### src/core/seq_run_pkg.sv
// Package: constants for the sequence run control block
package seq_run_pkg;
   // ==========================================
   // Register map
   localparam logic [3:0] OFF_CTRL = 4'h0;
   localparam logic [3:0] OFF_TARGET = 4'h1;
   localparam logic [3:0] OFF_STATUS = 4'h2;
   localparam logic [3:0] OFF_IRQ_STAT = 4'h3;
   localparam logic [3:0] OFF_IRQ_MASK = 4'h4;
   localparam logic [3:0] OFF_RMT_SEL = 4'h5;
   localparam logic [3:0] OFF_LAST = 4'h6;
   // ==========================================
   // Control register bits (bits 0-2 write-one pulses, bits 3-4 stored start assignment)
   localparam int CTRL_RUN = 0;
   localparam int CTRL_ABORT = 1;
   localparam int CTRL_SEQUENCE_EDITOR_COMMAND = 2;
   localparam int CTRL_START_LOCAL = 3;
   localparam int CTRL_START_REMOTE = 4;
   // ==========================================
   // Interrupt status bits
   localparam int IRQ_STARTED = 0;
   localparam int IRQ_DONE = 1;
   localparam int IRQ_ABORTED = 2;
   localparam int IRQ_REJECTED = 3;
   localparam int IRQ_W = 4;
   // ==========================================
   // Reset values and widths
   localparam int TARGET_W = 8;
   localparam int RMT_SEL_W = 4;
   localparam logic [7:0] ESC_CHAR = 8'h1b;
   localparam logic [RMT_SEL_W-1:0] RMT_SEL_RESET = 4'h0;
   localparam logic [IRQ_W-1:0] IRQ_MASK_RESET = 4'h0;
   localparam logic [1:0] ASSIGN_RESET = 2'h0;
   typedef enum {ST_IDLE, ST_RUNNING} run_state_t;
endpackage

### src/core/sync_two_ff.sv
// Two flip-flop synchroniser for a bundle of pin inputs
module sync_two_ff #(
   parameter int WIDTH = 1
) (
   input wire logic sys_clk,
   input wire logic rst_n,
   input wire logic [WIDTH-1:0] asyncIn,
   output logic [WIDTH-1:0] syncOut
);
   logic [WIDTH-1:0] meta_q;
   always_ff @(posedge sys_clk or negedge rst_n) begin
      if (!rst_n) begin
         meta_q <= '0;
         syncOut <= '0;
      end else begin
         meta_q <= asyncIn;
         syncOut <= meta_q;
      end
   end
endmodule // sync_two_ff

### src/core/sequence_run_control.sv
// Run control of the stored-sequence executor
// Notes on behaviour
// - Run command starts the named sequence
// - Assigned start input also starts a sequence
// - No start while an alarm is active
// - Prompt returns; sequence runs in background
// - Alarm or abort input aborts the run
// - Abort command or escape aborts the run
// - Run command from a sequence is refused
// - Editor blocked while a sequence runs
// - Running status query reads one meanwhile
// - Running status routable to remote output
module sequence_run_control
   import seq_run_pkg::*;
#(
   parameter int NUM_RMT_OUT = 1 << RMT_SEL_W
) (
   input wire logic sys_clk,
   input wire logic rst_n,
   input wire logic [3:0] regAddr,
   input wire logic [31:0] regWdata,
   input wire logic regWr,
   input wire logic regRd,
   output logic [31:0] regRdata,
   input wire logic [7:0] rxChar,
   input wire logic rxValid,
   input wire logic cmdFromSeq,
   input wire logic startPin,
   input wire logic abortPin,
   input wire logic startRemote,
   input wire logic alarmActive,
   input wire logic seqDone,
   output logic seqRunning,
   output logic [TARGET_W-1:0] seqTarget,
   output logic seqStart,
   output logic editorGrant,
   output logic [NUM_RMT_OUT-1:0] remoteOut,
   output logic irq
);
   // ==========================================
   // Pin inputs
   logic [1:0] pinSync;
   logic startPinPrev_q;
   logic startPinRise;

   sync_two_ff #(.WIDTH(2)) u_sync (
      .sys_clk(sys_clk),
      .rst_n(rst_n),
      .asyncIn({abortPin, startPin}),
      .syncOut(pinSync)
   );

   always_ff @(posedge sys_clk or negedge rst_n) begin
      if (!rst_n) begin
         startPinPrev_q <= 1'b0;
      end else begin
         startPinPrev_q <= pinSync[0];
      end
   end
   assign startPinRise = pinSync[0] && !startPinPrev_q;

   // ==========================================
   // Software-visible state
   logic [TARGET_W-1:0] target_q;
   logic [1:0] assign_q;
   logic [RMT_SEL_W-1:0] rmtSel_q;
   logic [IRQ_W-1:0] irqStat_q;
   logic [IRQ_W-1:0] irqMask_q;
   logic wrCtrl;
   logic runCmd;
   logic abortCmd;
   logic editReq;
   logic escSeen;

   assign wrCtrl = regWr && (regAddr == OFF_CTRL);
   assign runCmd = wrCtrl && regWdata[CTRL_RUN];
   assign abortCmd = wrCtrl && regWdata[CTRL_ABORT];
   assign editReq = wrCtrl && regWdata[CTRL_SEQUENCE_EDITOR_COMMAND];
   assign escSeen = rxValid && (rxChar == ESC_CHAR);

   always_ff @(posedge sys_clk or negedge rst_n) begin
      if (!rst_n) begin
         target_q <= '0;
         assign_q <= ASSIGN_RESET;
         rmtSel_q <= RMT_SEL_RESET;
         irqMask_q <= IRQ_MASK_RESET;
      end else if (regWr) begin
         case (regAddr)
            OFF_TARGET: target_q <= regWdata[TARGET_W-1:0];
            OFF_CTRL: assign_q <= regWdata[CTRL_START_REMOTE:CTRL_START_LOCAL];
            OFF_IRQ_MASK: irqMask_q <= regWdata[IRQ_W-1:0];
            OFF_RMT_SEL: rmtSel_q <= regWdata[RMT_SEL_W-1:0];
            default: ;
         endcase
      end
   end

   // ==========================================
   // Run state machine
   run_state_t state_q;
   logic startReq;
   logic startOk;
   logic abortNow;
   logic rejectEv;

   assign startReq = (runCmd && !cmdFromSeq)
                     || (startPinRise && assign_q[0])
                     || (startRemote && assign_q[1]);
   // Alarm refuses, running ignores; refused start is flagged
   assign startOk = startReq && !alarmActive && (state_q == ST_IDLE);
   assign rejectEv = startReq && alarmActive && (state_q == ST_IDLE);
   assign abortNow = alarmActive || pinSync[1] || abortCmd || escSeen;

   always_ff @(posedge sys_clk or negedge rst_n) begin
      if (!rst_n) begin
         state_q <= ST_IDLE;
      end else begin
         case (state_q)
            ST_IDLE: if (startOk) state_q <= ST_RUNNING;
            ST_RUNNING: if (abortNow || seqDone) state_q <= ST_IDLE;
            default: state_q <= ST_IDLE;
         endcase
      end
   end

   // ==========================================
   // Outputs, all registered
   logic runNext;
   assign runNext = (state_q == ST_IDLE) ? startOk : !(abortNow || seqDone);

   always_ff @(posedge sys_clk or negedge rst_n) begin
      if (!rst_n) begin
         seqRunning <= 1'b0;
         seqStart <= 1'b0;
         seqTarget <= '0;
         editorGrant <= 1'b0;
         remoteOut <= '0;
      end else begin
         seqRunning <= runNext;
         seqStart <= startOk;
         if (startOk) begin
            seqTarget <= target_q;
         end
         editorGrant <= editReq && !runNext && (state_q == ST_IDLE);
         remoteOut <= '0;
         if (rmtSel_q != '0) begin
            remoteOut[rmtSel_q] <= runNext;
         end
      end
   end

   // ==========================================
   // Interrupt status, set wins over clear
   logic [IRQ_W-1:0] irqSet;
   logic [IRQ_W-1:0] irqClr;
   logic endRun;
   assign endRun = state_q == ST_RUNNING;
   assign irqSet = {rejectEv, endRun && abortNow, endRun && seqDone && !abortNow, startOk};
   assign irqClr = (regWr && regAddr == OFF_IRQ_STAT) ? regWdata[IRQ_W-1:0] : '0;

   always_ff @(posedge sys_clk or negedge rst_n) begin
      if (!rst_n) begin
         irqStat_q <= '0;
         irq <= 1'b0;
      end else begin
         irqStat_q <= (irqStat_q & ~irqClr) | irqSet;
         irq <= |(((irqStat_q & ~irqClr) | irqSet) & irqMask_q);
      end
   end

   // ==========================================
   // Read port
   always_ff @(posedge sys_clk or negedge rst_n) begin
      if (!rst_n) begin
         regRdata <= '0;
      end else if (regRd) begin
         case (regAddr)
            OFF_CTRL: regRdata <= {27'h0, assign_q, 3'h0};
            OFF_TARGET: regRdata <= {24'h0, target_q};
            OFF_STATUS: regRdata <= {31'h0, seqRunning};
            OFF_IRQ_STAT: regRdata <= {28'h0, irqStat_q};
            OFF_IRQ_MASK: regRdata <= {28'h0, irqMask_q};
            OFF_RMT_SEL: regRdata <= {28'h0, rmtSel_q};
            default: regRdata <= '0;
         endcase
      end else begin
         regRdata <= '0;
      end
   end

   // ==========================================
   // Checks
   property p_alarm_blocks;
      @(posedge sys_clk) disable iff (!rst_n)
      alarmActive |=> !seqStart;
   endproperty
   a_alarm_blocks: assert property (p_alarm_blocks) else $error("start during alarm");

   property p_start_runs;
      @(posedge sys_clk) disable iff (!rst_n)
      seqStart |-> seqRunning && !$past(seqRunning);
   endproperty
   a_start_runs: assert property (p_start_runs) else $error("start without run");

   property p_abort_stops;
      @(posedge sys_clk) disable iff (!rst_n)
      (seqRunning && (pinSync[1] || abortCmd || escSeen)) |=> !seqRunning;
   endproperty
   a_abort_stops: assert property (p_abort_stops) else $error("abort ignored");

   property p_alarm_stops;
      @(posedge sys_clk) disable iff (!rst_n)
      alarmActive |=> !seqRunning;
   endproperty
   a_alarm_stops: assert property (p_alarm_stops) else $error("alarm ignored");

   property p_nested_run;
      @(posedge sys_clk) disable iff (!rst_n)
      (runCmd && cmdFromSeq && !startPinRise && !startRemote) |=> !seqStart;
   endproperty
   a_nested_run: assert property (p_nested_run) else $error("run from sequence");

   property p_editor_locked;
      @(posedge sys_clk) disable iff (!rst_n)
      editorGrant |-> !seqRunning && !$past(seqRunning);
   endproperty
   a_editor_locked: assert property (p_editor_locked) else $error("editor while running");

   property p_no_restart;
      @(posedge sys_clk) disable iff (!rst_n)
      seqRunning && !seqDone |=> !seqStart;
   endproperty
   a_no_restart: assert property (p_no_restart) else $error("restart while running");

   property p_done_clears;
      @(posedge sys_clk) disable iff (!rst_n)
      (seqRunning && seqDone) |=> !seqRunning && (irqStat_q[IRQ_DONE] || irqStat_q[IRQ_ABORTED]);
   endproperty
   a_done_clears: assert property (p_done_clears) else $error("done not seen");

   property p_status_read;
      @(posedge sys_clk) disable iff (!rst_n)
      (regRd && regAddr == OFF_STATUS) |=> regRdata[0] == $past(seqRunning);
   endproperty
   a_status_read: assert property (p_status_read) else $error("status read wrong");

   property p_start_target;
      @(posedge sys_clk) disable iff (!rst_n)
      seqStart |-> seqTarget == $past(target_q);
   endproperty
   a_start_target: assert property (p_start_target) else $error("wrong target");

   property p_run_starts;
      @(posedge sys_clk) disable iff (!rst_n)
      (runCmd && !cmdFromSeq && !alarmActive && !seqRunning) |=> seqStart && seqRunning;
   endproperty
   a_run_starts: assert property (p_run_starts) else $error("run command lost");

   property p_pin_start;
      @(posedge sys_clk) disable iff (!rst_n)
      (startPinRise && assign_q[0] && !alarmActive && !seqRunning) |=> seqStart;
   endproperty
   a_pin_start: assert property (p_pin_start) else $error("start pin lost");

   property p_remote_start;
      @(posedge sys_clk) disable iff (!rst_n)
      (startRemote && assign_q[1] && !alarmActive && !seqRunning) |=> seqStart;
   endproperty
   a_remote_start: assert property (p_remote_start) else $error("remote start lost");

   property p_no_source;
      @(posedge sys_clk) disable iff (!rst_n)
      !(runCmd || (startPinRise && assign_q[0]) || (startRemote && assign_q[1])) |=> !seqStart;
   endproperty
   a_no_source: assert property (p_no_source) else $error("start from nowhere");

   property p_reject_flag;
      @(posedge sys_clk) disable iff (!rst_n)
      (startReq && alarmActive && !seqRunning) |=> irqStat_q[IRQ_REJECTED] && !seqStart;
   endproperty
   a_reject_flag: assert property (p_reject_flag) else $error("refusal not flagged");

   property p_run_holds;
      @(posedge sys_clk) disable iff (!rst_n)
      (seqRunning && !seqDone && !alarmActive && !pinSync[1] && !abortCmd && !escSeen)
         |=> seqRunning;
   endproperty
   a_run_holds: assert property (p_run_holds) else $error("run dropped");

   property p_abort_pin;
      @(posedge sys_clk) disable iff (!rst_n)
      (seqRunning && pinSync[1]) |=> !seqRunning && irqStat_q[IRQ_ABORTED];
   endproperty
   a_abort_pin: assert property (p_abort_pin) else $error("abort pin ignored");

   property p_alarm_flag;
      @(posedge sys_clk) disable iff (!rst_n)
      (seqRunning && alarmActive) |=> irqStat_q[IRQ_ABORTED];
   endproperty
   a_alarm_flag: assert property (p_alarm_flag) else $error("alarm abort not flagged");

   property p_other_char;
      @(posedge sys_clk) disable iff (!rst_n)
      (seqRunning && rxValid && rxChar != ESC_CHAR && !seqDone && !alarmActive
         && !pinSync[1] && !abortCmd) |=> seqRunning;
   endproperty
   a_other_char: assert property (p_other_char) else $error("plain char aborted");

   property p_started_flag;
      @(posedge sys_clk) disable iff (!rst_n)
      seqStart |-> irqStat_q[IRQ_STARTED];
   endproperty
   a_started_flag: assert property (p_started_flag) else $error("start not flagged");

   property p_editor_grant;
      @(posedge sys_clk) disable iff (!rst_n)
      (editReq && !seqRunning && !startReq) |=> editorGrant;
   endproperty
   a_editor_grant: assert property (p_editor_grant) else $error("editor refused idle");

   property p_editor_busy;
      @(posedge sys_clk) disable iff (!rst_n)
      (editReq && seqRunning) |=> !editorGrant;
   endproperty
   a_editor_busy: assert property (p_editor_busy) else $error("editor granted busy");

   property p_irq_level;
      @(posedge sys_clk) disable iff (!rst_n)
      !$past(regWr) |-> irq == |(irqStat_q & irqMask_q);
   endproperty
   a_irq_level: assert property (p_irq_level) else $error("irq level wrong");

   property p_rout_follow;
      @(posedge sys_clk) disable iff (!rst_n)
      (rmtSel_q != '0 && rmtSel_q == $past(rmtSel_q)) |-> remoteOut[rmtSel_q] == seqRunning;
   endproperty
   a_rout_follow: assert property (p_rout_follow) else $error("remote output wrong");

   property p_rout_unassigned;
      @(posedge sys_clk) disable iff (!rst_n)
      ($past(rmtSel_q) == '0) |-> remoteOut == '0;
   endproperty
   a_rout_unassigned: assert property (p_rout_unassigned) else $error("stray output");

   property p_rdata_quiet;
      @(posedge sys_clk) disable iff (!rst_n)
      !regRd |=> regRdata == '0;
   endproperty
   a_rdata_quiet: assert property (p_rdata_quiet) else $error("read data not cleared");

   c_pin_start: cover property (@(posedge sys_clk) disable iff (!rst_n) startPinRise ##1 seqStart);

   c_run_done: cover property (@(posedge sys_clk) disable iff (!rst_n)
      seqStart ##[1:50] (seqRunning && seqDone));
   c_rejected: cover property (@(posedge sys_clk) disable iff (!rst_n) rejectEv);
   c_escape: cover property (@(posedge sys_clk) disable iff (!rst_n) seqRunning && escSeen);
endmodule // sequence_run_control

### config.mk
export PLATFORM = sky130hd
export DESIGN_NAME = sequence_run_control
export DESIGN_NICKNAME = d
export VERILOG_FILES = /design/src/core/seq_run_pkg.sv /design/src/core/sync_two_ff.sv /design/src/core/sequence_run_control.sv
export SDC_FILE = /design/constraint.sdc
export NUM_CORES = 1
export LEC_CHECK = 0
export BUFFER_PORTS_ARGS = -buffer_cell sky130_fd_sc_hd__buf_2
export CAP_MARGIN = 20
export CORE_AREA = 5 5 73 92
export DETAILED_ROUTE_END_ITERATION = 8
export DIE_AREA = 0 0 78 97
export PLACE_DENSITY_LB_ADDON = 0.08
export SYNTH_ARGS = -nofsm -noshare
export SYNTH_HDL_FRONTEND = slang
export SYNTH_SLANG_ARGS = --single-unit
### constraint.sdc
create_clock -name sys_clk -period 4.2 [get_ports sys_clk]
set_input_delay 0.84 -clock sys_clk [delete_from_list [all_inputs] [get_ports sys_clk]]
set_output_delay 0.84 -clock sys_clk [all_outputs]
set_load 0.02 [all_outputs]
==> impl.org, run 1 <==
** Layout
- Synthesis-to-finish area growth :: 17.22%
- Summing all non-filler instances in the final layout gives an area of 3246 um2.
- The post-route netlist has 37.76% of its cells at a drive strength greater than 1.
- Number of diodes added for antenna fixing :: 0
- Post-layout net count :: 344

** Global routing
- Grt met2 use :: 23.99%
- Remaining global-route overflow :: 0
- Maximum number of pins on one net before global-route repair :: 43
- The number of global-route vias before repair is 1854.
- For met1 alone, demand over resource in global routing was 20.62%.
- Global routing consumed, over all layers together, 15.65% of the routing resources.
- Number of antenna violations at the first check in global routing :: 0
- Wire length of the first global-routing pass :: 9370 um
- Most congested layer reported by global routing :: met2
- Met3 layer usage reported by global route :: 3.625%

** Clocking
- The cell sitting at the root of the clock tree is a clkbuf_8.
- Buffers inserted during clock tree synthesis total 9.
- For the worst-skew pair, the clock arrives at the later sink with an insertion delay of 330 ps.
- TritonCTS built the clock tree.
- Post-CTS timing repair inserted 0 buffers for setup.
- Clock Pin Slew Worst Setup and Hold Paths :: 70 ps
- After clock tree synthesis, the flow added hold-fix buffers numbering 0.
- The clock passes through at most 2 buffers.
- The clock drives 64 sinks.
- Cts repair resizes :: 0
- The H-tree was split into 3 levels.

** STA
- Count of endpoints failing hold in the final timing report :: 0
- Worst slew slack as a fraction of its limit :: 39.81%
- After layout, the worst path uses 55.53% of the clock period.
- The clock period could shrink to 2332 ps.
- Layout Skew :: 5.863 ps
- Summed over all failing endpoints, the final setup total negative slack is 0 ps.
- Upper clock frequency limit :: 428.7 MHz
- Final setup vio count :: 0
- At the pin with the least slew margin, the transition time is 902.9 ps.
- Setup repair after global routing left no endpoint under its margin.
- The final number of max-transition violations is 0.
- Setup WS post-layout :: 1868 ps

** Min path
- Path class of the lowest-slack min-delay path :: reg2reg
- Worst Min Path Start :: u_sync.meta_q[1]
- Hold Path Stages :: 0

** Power
- Power spread over the standard cell area amounts to 497.4 nW/um2.
- For this design the static power due to leakage is 1.613 nW.
- Across the VDD grid, the largest voltage drop is 0.0004297 V.

** Logic synthesis
- Cell taking the most area after synthesis :: dfrtp_1
- In this run, distinct cell masters in the synthesized netlist total 42.
- Synthesized area :: 2769 um2
- Synth warnings :: 0
- In this run the biggest area consumer among cell types represents 57.84% of the synthesized area.
- For this run, the register share of the synthesized area comes to 57.84%.
- The synthesized design contains 64 register bits.
- A synthesized cell averages 12.76 um2.
- Cell count after synthesis :: 217
- Top cells by area in the synthesized netlist :: dfrtp_1, mux2_2, buf_4, mux2_1, nor3_1

** Detailed routing
- Summed over all layers, the routed wires come to 5511 um.
- Routed wirelength normalized by instance count :: 15.31 um
- Number of DRC violations after detailed routing :: 0
- Antenna viol nets, final :: 0
- For this run, the detailed router's first-pass iteration total came to 4.
- Vias per cell :: 4.992
- The detailed router finished its first iteration with 126 violations.
- The routed layout has 1797 vias.

** Critical path
- Measured in cells, the most critical reg-to-reg path has a length of 5.
- The worst register-to-register path begins at startPinPrev_q.
- Crit path capture :: seqTarget[7]
- R2R setup slack :: 2610 ps
- STA puts the critical path data arrival time at 2550 ps.
- Worst Path Required :: 4410 ps
- Critical path startpoint category :: input port
- Critical path launch point :: regAddr[0]
- Worst setup EP type :: register
- Category of the critical setup timing path :: in2reg
- Terminus of the critical flop-to-flop path :: seqTarget[7]
- In this run the worst path has a maximum fanout of 12.

** Floorplanning
- For this configuration, the core starts out at a cell density of 48.56%.
- Site Rows :: 31
- Die outline area :: 7566 um2
- In this run the vertical extent of the chip is 97 um.
- Area of the core region :: 5702 um2
- 115 I/O pins were placed.
- In this run the horizontal extent of the chip is 78 um.

** Place
- GPL Wtd Cong :: 0.8511
- # port buffers :: 66
- Cell area after placement :: 3060 um2
- At the placement stage, the worst setup path has a slack of 1521 ps.
- Half-perimeter wire length after placement :: 4099 um

** Run
- Across the run, the number of max-cap violations was 0.

** Outcome
- Status :: finished, final reports clean
## report_power, final
group	internal [W]	switching (W)
Clock	0.000262	0.000220
Combinational	0.000141	0.000201
Sequential	0.000720	0.0000703
Total	0.00112	0.000491
## registers in the layout, summed over array words and instances (netlist names)
register and count:
assign_q 2, editorGrant 1, irq 1, irqMask_q 4
irqStat_q 4, regRdata 8, remoteOut 16, rmtSel_q 4
seqRunning 1, seqStart 1, seqTarget 8, startPinPrev_q 1
state_q 1, target_q 8, u_sync.meta_q 2, u_sync.syncOut 2
## per-layer routing
| metal | vias to the layer above | part of all wire [%] |
|---|---|---|
| li1 | 872 | - |
| met1 | 854 | 43 |
| met2 | 62 | 49 |
| met3 | 9 | 6.3 |
| met4 | 0 | 2.1 |
| met5 | - | 0 |
## kinds of logic (layout without fill, tap and decap cells)
logic type / Yosys count / after routing / share of synthesized area [%]
compound gates: 20 / 20 / 5.829
simple gates: 66 / 66 / 15.05
buf+inv: 37 / 90 / 8.992
other cells: 1 / 25 / 0.1354
mux: 29 / 29 / 12.16
flops: 64 / 64 / 57.84
## per-stage QoR
| stage | power (W) | utilization [%] | hold slack (ps) | std cells |
|---|---|---|---|---|
| 6_report | 0.001614 | 56.92 | 349.9 | 360 |
| 5_1_grt | 0.001704 | 56.92 | 370.0 | 360 |
| 4_1_cts | 0.001631 | 56.92 | 351.1 | 360 |
| 3_5_place_dp | 0.001150 | 53.68 | 335.5 | 344 |
| 3_3_place_gp | 0.001143 | 53.68 | 331.5 | 344 |
| 2_1_floorplan | 0.001039 | - | 331.2 | 241 |
## worst min-delay path by stage
stage / endpoint / slack (ps)
6_report: u_sync.syncOut[1] / 350
4_1_cts: u_sync.syncOut[1] / 350
3_3_place_gp: u_sync.syncOut[0] / 330
3_5_place_dp: u_sync.syncOut[1] / 340
2_1_floorplan: u_sync.syncOut[0] / 330
5_1_grt: u_sync.syncOut[0] / 370
## synth_stat cells (all sizes together)
cell type,instances
a221oi,1
and3,2
a21oi,4
a2bb2oi,1
or2,2
nand4bb,2
o32ai,1
a32oi,2
nor4,9
nand4b,2
a211oi,1
nor2,5
inv,6
nand2,11
a22o,1
nor3,11
a22oi,2
conb,1
and4bb,1
nor2b,2
mux4,1
o21ai,2
nand4,1
nand3b,4
mux2i,1
buf,28
and2,4
mux2,27
nand2b,5
a21boi,3
clkbuf,3
nor4b,3
o21bai,1
dfrtp,64
or4,2
a31oi,1
## cell usage in the layout (no fill, tap or decap), types with 3 or more instances in the layout
cell type,netlist,layout
a21boi_0,3,3
a21oi_1,4,4
and2_1,4,4
buf_2,1,66
clkbuf_8,0,12
conb_1,1,25
dfrtp_1,64,64
inv_1,6,6
mux2_1,6,6
mux2_2,21,21
nand2_1,11,11
nand2b_1,5,5
nand3b_1,4,4
nor2_1,5,5
nor3_1,11,11
nor4_1,7,7
nor4b_1,3,3
## worst max-delay path, stage by stage
cell and delay, ps:
buf_2 190, nor4_4 340, nand4b_1 180, a211oi_2 360, buf_4 270, mux2_2 350
## layout make-up
cell class                      instances  area [um2]
Clock buffer                           14       172.7
Clock inverter                          2       12.51
Fill cell                             521        2456
Inverter                                6       22.52
Multi-Input combinational cell        140        1008
Sequential cell                        64        1602
Tap cell                               66       82.58
Timing Repair Buffer                   68       345.3
(Power assumes the default switching activity.)
==> run 2, diff against run 1 <==
--- a/config.mk
+++ b/config.mk
@@ -7,9 +7,9 @@
 export LEC_CHECK = 0
 export BUFFER_PORTS_ARGS = -buffer_cell sky130_fd_sc_hd__buf_2
 export CAP_MARGIN = 20
-export CORE_AREA = 5 5 73 92
+export CORE_AREA = 5 5 78 98
 export DETAILED_ROUTE_END_ITERATION = 8
-export DIE_AREA = 0 0 78 97
+export DIE_AREA = 0 0 83 103
 export PLACE_DENSITY_LB_ADDON = 0.08
 export SYNTH_ARGS = -nofsm -noshare
 export SYNTH_HDL_FRONTEND = slang
==> constraint.sdc (replaced) <==
create_clock -name sys_clk -period 2.1 [get_ports sys_clk]
set_input_delay 0.42 -clock sys_clk [delete_from_list [all_inputs] [get_ports sys_clk]]
set_output_delay 0.42 -clock sys_clk [all_outputs]
set_load 0.02 [all_outputs]
==> run 2 against run 1 <==
Global-route usage shrank 1.1 points. Clock skew grew 3.1 ps. Critical endpoint is now seqTarget[0]. Wire length grew 6.5%. Clock power grew 120%. First-iteration DRC count shrank 32%. Critical path depth is the same. Design area grew 4.0%. Non-clock buffer count grew 9. Via count grew 4.2%. Highest routed layer unchanged. Sequential cell count is the same. Die area grew 13%. Worst hold slack lost 260 ps.
==> impl.org, run 2 (synthesized netlist as in run 1, its figures left out) <==
** Outcome
- Status :: finished, final reports clean

** Critical path
- STA puts the critical path data arrival time at 2020 ps.
- Data on the critical path is required at its endpoint by 2320 ps.
- The setup path with the least slack is of type in2reg.
- R2R setup slack :: 460 ps
- Worst setup EP type :: register
- Walking the worst path, the cells encountered are buf_2, nor4_4, nand4b_1, a211oi_2, buf_4, mux2_2.
- On the worst path, the slowest cell contributes a delay of 380 ps.
- Dominant delay contributor by cell family on the critical path :: simple AND/OR/NAND/NOR gates
- Critical path startpoint category :: input port
- In this run the worst setup path begins at regAddr[0].
- The critical path contains buffers and inverters numbering 2 combined.
- Max Fanout on Critical Path :: 10
- Critical register-to-register path startpoint :: assign_q[0]
- For this design, the slowest cell found on the critical path is nor4_4.

** Detailed routing
- Antenna viol nets, final :: 0
- In the routed layout, each cell is associated on average with a via count of 4.763.
- Routed wirelength normalized by instance count :: 14.93 um
- Across all layers, the routed design uses 1872 vias.
- Detailed-routing iteration count for the pre-antenna-repair pass :: 4
- Total Routed Length :: 5869 um
- After detailed routing, the number of remaining DRC violations is 0.
- Starting DRT DRC Count :: 86

** Place
- OpenSTA, run right after detailed placement, puts the worst setup slack at -67.92 ps.
- GPL Wtd Cong :: 0.8054
- Buffers placed on the I/O ports in this run total 66.
- Detailed placement ended at an HPWL of 4360 um.

** Clocking
- CTS saw 64 sinks.
- The clock passes through at most 2 buffers.
- CTS tree :: yes
- The H-tree generated during clock tree synthesis spans 3 levels.
- The tree is rooted in a clkbuf_8.
- Buffer count from post-CTS setup fixing :: 0
- The number of clock buffers added by TritonCTS is 9.
- Gates resized during post-CTS repair numbered 0.
- CTS hold repair buffers :: 0
- Later-pin clock latency in the skew report :: 340 ps
- Clock Pin Slew Worst Setup and Hold Paths :: 80 ps

** Power
- For this design the static power due to leakage is 1.670 nW.
- Total power for the finished layout comes to 0.003354 W.
- Worst vdd ir :: 0.0004574 V
- Power spread over the standard cell area amounts to 993.6 nW/um2.

** Layout
- Most frequent standard cell in the layout excluding fill and tap cells :: buf_2
- Compared with the post-synthesis result, the final layout area differs by 21.92%.
- Layout filler cell count :: 651
- Largest reg by FF count :: remoteOut
- Top library cells by usage in the layout, fill and taps aside :: buf_2, dfrtp_1, conb_1
- The post-route netlist has 40.26% of its cells at a drive strength greater than 1.
- The number of antenna diodes in the final layout is 0.
- The net count of the finished layout is 353.
- The register with the most flip-flops in the layout has 16 of them.

** Global routing
- The number of global-route vias before repair is 1904.
- Wire length of the first global-routing pass :: 9818 um
- Global routing consumed, over all layers together, 14.58% of the routing resources.
- The total overflow left after global routing is 0.
- Maximum number of pins on one net before global-route repair :: 65
- The number of antenna violations at the first check in global routing is 0.

** Floorplanning
- Site Rows :: 34
- Starting utilization of the core area :: 41.20%
- Number of placed I/O pins :: 115
- Area of the core region :: 6721 um2
- The floorplan step set the die width to 83 um.
- The floorplan step defined a die boundary enclosing 8549 um2.
- Chip Height :: 103 um

** Min path
- The tightest min-delay check is of the in2async type.

** Run
- Max-cap check violation count :: 0

** STA
- Pins over their slew limit :: 0
- The final hold violation count came to 0.
- Clock skew on the completed layout was measured at 9.000 ps.
- Setup slack closes at 301.9 ps.
- Min cycle time layout :: 1798 ps
- Based on the critical path, the design can be clocked at up to 556.1 MHz.
- Final setup vio count :: 0
- The final critical path takes up 85.62% of the cycle.
- Setup repair after global routing missed its margin :: no
[run 2: cell count changes in the layout (fill, tap and decap cells not counted), sizes merged]
cell / previous run / this run
bufinv: 0 / 1
buf: 68 / 77
clkbuf: 14 / 10
inv: 6 / 7
clkinvlp: 1 / 2
clkinv: 1 / 2
[run 2: per-stage QoR]
stage	instance area [um2]	instances	setup TNS [ps]	hold slack, ps	utilization [%]
floorplan	2859	241	0	124.4	-
global placement	3171	377	-649.2	334.7	47.17
detailed placement	3171	377	-506.1	335.5	47.17
CTS	3376	393	0	93.11	50.22
global route	3376	393	0	120.0	50.22
finish	3376	393	0	85.63	50.22
[run 2: layout make-up]
| type | instances | area, um2 | share of cell area [%] |
|---|---|---|---|
| inverter | 6 | 22.52 | 0.6672 |
| multi-input combinational | 140 | 1008 | 29.87 |
| clock buffer | 10 | 137.6 | 4.077 |
| clock inverter | 6 | 67.56 | 2.001 |
| tap | 90 | 112.6 | 3.336 |
| timing repair buffer | 77 | 425.4 | 12.60 |
| sequential | 64 | 1602 | 47.44 |
[run 2: where the power goes]
group	switching (W)	total, W	leakage [nW]	internal (W)
sequential	0.000149	0.00159	0.815	0.00144
clock	0.000486	0.00107	0.0989	0.000584
combinational	0.000402	0.000697	0.756	0.000294
total	0.00104	0.00335	1.67	0.00232
[run 2: final timing paths]
kind                                endpoint  cells after the start
setup / recovery                seqTarget[0]                      6
hold / removal                 remoteOut[10]                      2
setup reg to reg               remoteOut[13]                      5
hold reg to reg            u_sync.syncOut[0]                      0
max in group asynchronous  u_sync.syncOut[1]                      2
min in group sys_clk        u_sync.meta_q[1]                      1
[run 2: metal layers]
metal	wire (um)	up-vias	GRT usage (%)	share of wire, %
met3	424	10	4.396	7.2
li1	-	885	-	-
met4	104	0	7.673	1.8
met5	0	-	0	0
met1	2483	899	17.81	42
met2	2856	78	23.52	49
==> run 3, diff against run 2 <==
--- a/config.mk
+++ b/config.mk
@@ -7,9 +7,12 @@
 export LEC_CHECK = 0
 export BUFFER_PORTS_ARGS = -buffer_cell sky130_fd_sc_hd__buf_2
 export CAP_MARGIN = 20
-export CORE_AREA = 5 5 78 98
+export CELL_PAD_IN_SITES_DETAIL_PLACEMENT = 0
+export CELL_PAD_IN_SITES_GLOBAL_PLACEMENT = 2
+export CORE_AREA = 5 5 97 122
 export DETAILED_ROUTE_END_ITERATION = 8
-export DIE_AREA = 0 0 83 103
+export DIE_AREA = 0 0 102 127
+export MAX_ROUTING_LAYER = met4
 export PLACE_DENSITY_LB_ADDON = 0.08
 export SYNTH_ARGS = -nofsm -noshare
 export SYNTH_HDL_FRONTEND = slang
==> run 3 against run 2 <==
Sequential cell count unchanged. Setup slack got worse by 47 ps. Via count increased by 1.2%. Maximum frequency decreased by 2.5%. Sequential power about the same. Sequential share of layout area decreased by 2.5 points. Total power increased by 12%. Combinational power increased by 4.9%. Critical path type unchanged. Largest cell class unchanged.
==> impl.org, run 3 (synthesized netlist as in run 1, its figures left out) <==
** STA
- The final number of max-transition violations came to 0.
- Counting I/O delays and the setup requirement, the final critical path takes 1845 ps.
- Count of endpoints failing hold in the final timing report :: 0
- Adding up every negative setup slack in the final design gives 0 ps.
- Upper clock frequency limit :: 542.0 MHz
- Setup violations remaining at the end of the flow were counted as 0.
- Setup repair after global routing missed its margin :: no
- The tightest hold path in the finished design has a slack of 99.85 ps.
- For the final database, setup skew stands at 4.826 ps.
- Part of the cycle the worst path needs :: 87.85%

** Global routing
- Number of antenna violations at the first check in global routing :: 0
- Remaining global-route overflow :: 0
- In the global route stage, overall resource usage came out at 11.61%.
- Number of global-route vias before repair :: 2021
- For met3 alone, demand over resource in global routing was 2.345%.
- The global routing stage identified its most utilized layer as met2.
- Global routing used 17.22% of the available met2 tracks.
- Wire length of the first global-routing pass :: 11070 um
- GR met1 Demand/Resource :: 15.31%
- Entering global routing, the biggest net connects 65 pins.

** Layout
- Top library cells by usage in the layout, fill and taps aside :: buf_2, dfrtp_1, conb_1
- Proportion of layout cells with a drive suffix above 1 :: 40.51%
- Post-layout net count :: 361
- Synthesis-to-finish area growth :: 28.78%
- The filler cells instantiated in the layout total 1076.
- Largest reg by FF count :: remoteOut
- Number of standard cells in the layout, taps in and fillers out :: 443
- Most frequent standard cell in the layout excluding fill and tap cells :: buf_2
- 0 antenna diodes ended up in the layout.
- The register with the most flip-flops in the layout has 16 of them.

** Critical path
- Chain of cells forming the critical path :: buf_2, nor4_4, nand4b_1, a211oi_2, buf_4, a31oi_4, nor4_1
- STA classifies the critical path startpoint as an input port.
- STA puts the critical path data required time at 2310 ps.
- Worst setup EP type :: register
- On the critical path the largest part of the delay comes from simple AND/OR/NAND/NOR gates.
- At the worst endpoint, the arrival time is 2060 ps.
- Crit-path max cell delay :: 360 ps
- Total buffers and inverters traversed by the critical path :: 2
- The critical path is of the in2reg type.
- Master of the slowest instance on the critical path :: a211oi_2
- Max Fanout on Critical Path :: 16

** Detailed routing
- Detailed-routing iteration count for the pre-antenna-repair pass :: 4
- Number of DRC violations after detailed routing :: 0
- Antenna viol nets, final :: 0
- Total Routed Length :: 7056 um
- Dividing the detail-routed wire length by the instance count gives 15.93 um.
- Via Count :: 1895
- The detailed router finished its first iteration with 62 violations.
- Vias per cell :: 4.278

** Clocking
- The tree built by TritonCTS fans out to 64 sinks.
- In this run the clock root is driven by a clkbuf_16.
- Maximum level of the CTS H-tree :: 3
- Later-pin clock latency in the skew report :: 320 ps
- For this design, the CTS-stage hold fixing added 0 buffers.
- TritonCTS built the clock tree.
- Buffer depth of the longest clock path :: 2
- In this run the post-CTS setup repair buffer count came out at 0.
- Inserted Clock Buffers :: 9
- Clock Pin Slew Worst Setup and Hold Paths :: 50 ps
- Cts repair resizes :: 0

** Outcome
- The run finished with clean final reports.

** Floorplanning
- Chip Height :: 127 um
- The floorplan has 42 rows.
- Once the floorplan was initialized, standard cells occupied 26.48% of the core.
- Area of the core region :: 10460 um2
- The die covers 12950 um2.
- The die is 102 um wide.
- For this design the top-level I/O count stands at 115.

** Place
- Port buffering added 66 buffers.
- Detailed placement ended at an HPWL of 5197 um.
- The number of placed instances, taps included, is 427.
- At the end of routability-driven placement, the weighted congestion stood at 0.7406.

** Min path
- Path class of the lowest-slack min-delay path :: in2async

** Power
- In this run, the combinational gates consume 19.5% of the power.
- Sequential cells account for 42.4% of the total power.
- Leakage power figure :: 1.743 nW
- Internal power comes to 0.002664 W.
- Overall power consumption after layout is estimated at 0.003746 W.
- Net switching fraction of the power :: 28.89%
- Part of the power in the clock network :: 38.1%
- Power per unit of standard cell area :: 1051 nW/um2
- IR analysis of the VDD net gives a maximum drop of 0.0004312 V.
- For this design the total switching power over the nets is 0.001082 W.

** Run
- Max-cap check violation count :: 0
## run 3: cell count changes in the layout (fill, tap and decap cells not counted), sizes merged
cell	change
inv	-1
buf	+8
clkinvlp	-1
clkbuf	+3
clkinv	-1
## run 3: power by group through the flow
stage,combinational (W),clock [W],sequential (W)
2_1_floorplan,0.000379,0,0.00170
3_3_place_gp,0.000741,0,0.00161
3_5_place_dp,0.000743,0,0.00161
4_1_cts,0.000748,0.00146,0.00159
5_1_grt,0.000795,0.00152,0.00162
6_report,0.000731,0.00143,0.00159
## run 3: area by class of cell
class	instances	area [um2]	share of cell area (%)
clock inverters	3	42.54	1.193
clock buffers	13	240.2	6.737
flip-flops and latches	64	1602	44.91
inverters	6	22.52	0.6316
well taps	132	165.2	4.632
repair buffers	85	485.5	13.61
multi-input cells	140	1008	28.28
## run 3: routing by layer
metal	share of wire (%)	vias up	wire length, um
met5	0	-	0
met4	2.5	0	177
met3	5.8	16	406
met2	47	65	3334
met1	44	906	3138
li1	-	908	-
## run 3: worst paths after layout
check	startpoint	endpoint	slack, ps	depth (start not counted)
worst max-delay path	regAddr[0]	remoteOut[8]	260	7
max in group asynchronous	rst_n	irqMask_q[1]	1690	2
worst min register to register	u_sync.meta_q[0]	u_sync.syncOut[0]	350	0
worst max register to register	assign_q[0]	seqRunning	310	6
min in group sys_clk	startPin	u_sync.meta_q[0]	200	1
worst min-delay path	rst_n	remoteOut[14]	100	2
## run 3: per-stage QoR
stage | utilization [%] | worst slack, ps | instance area (um2)
floorplan | - | 63.83 | 2859
global placement | 31.40 | -117.6 | 3283
detailed placement | 31.40 | -67.72 | 3283
CTS | 34.10 | 249.6 | 3566
global route | 34.10 | 68.02 | 3566
finish | 34.10 | 255.1 | 3566
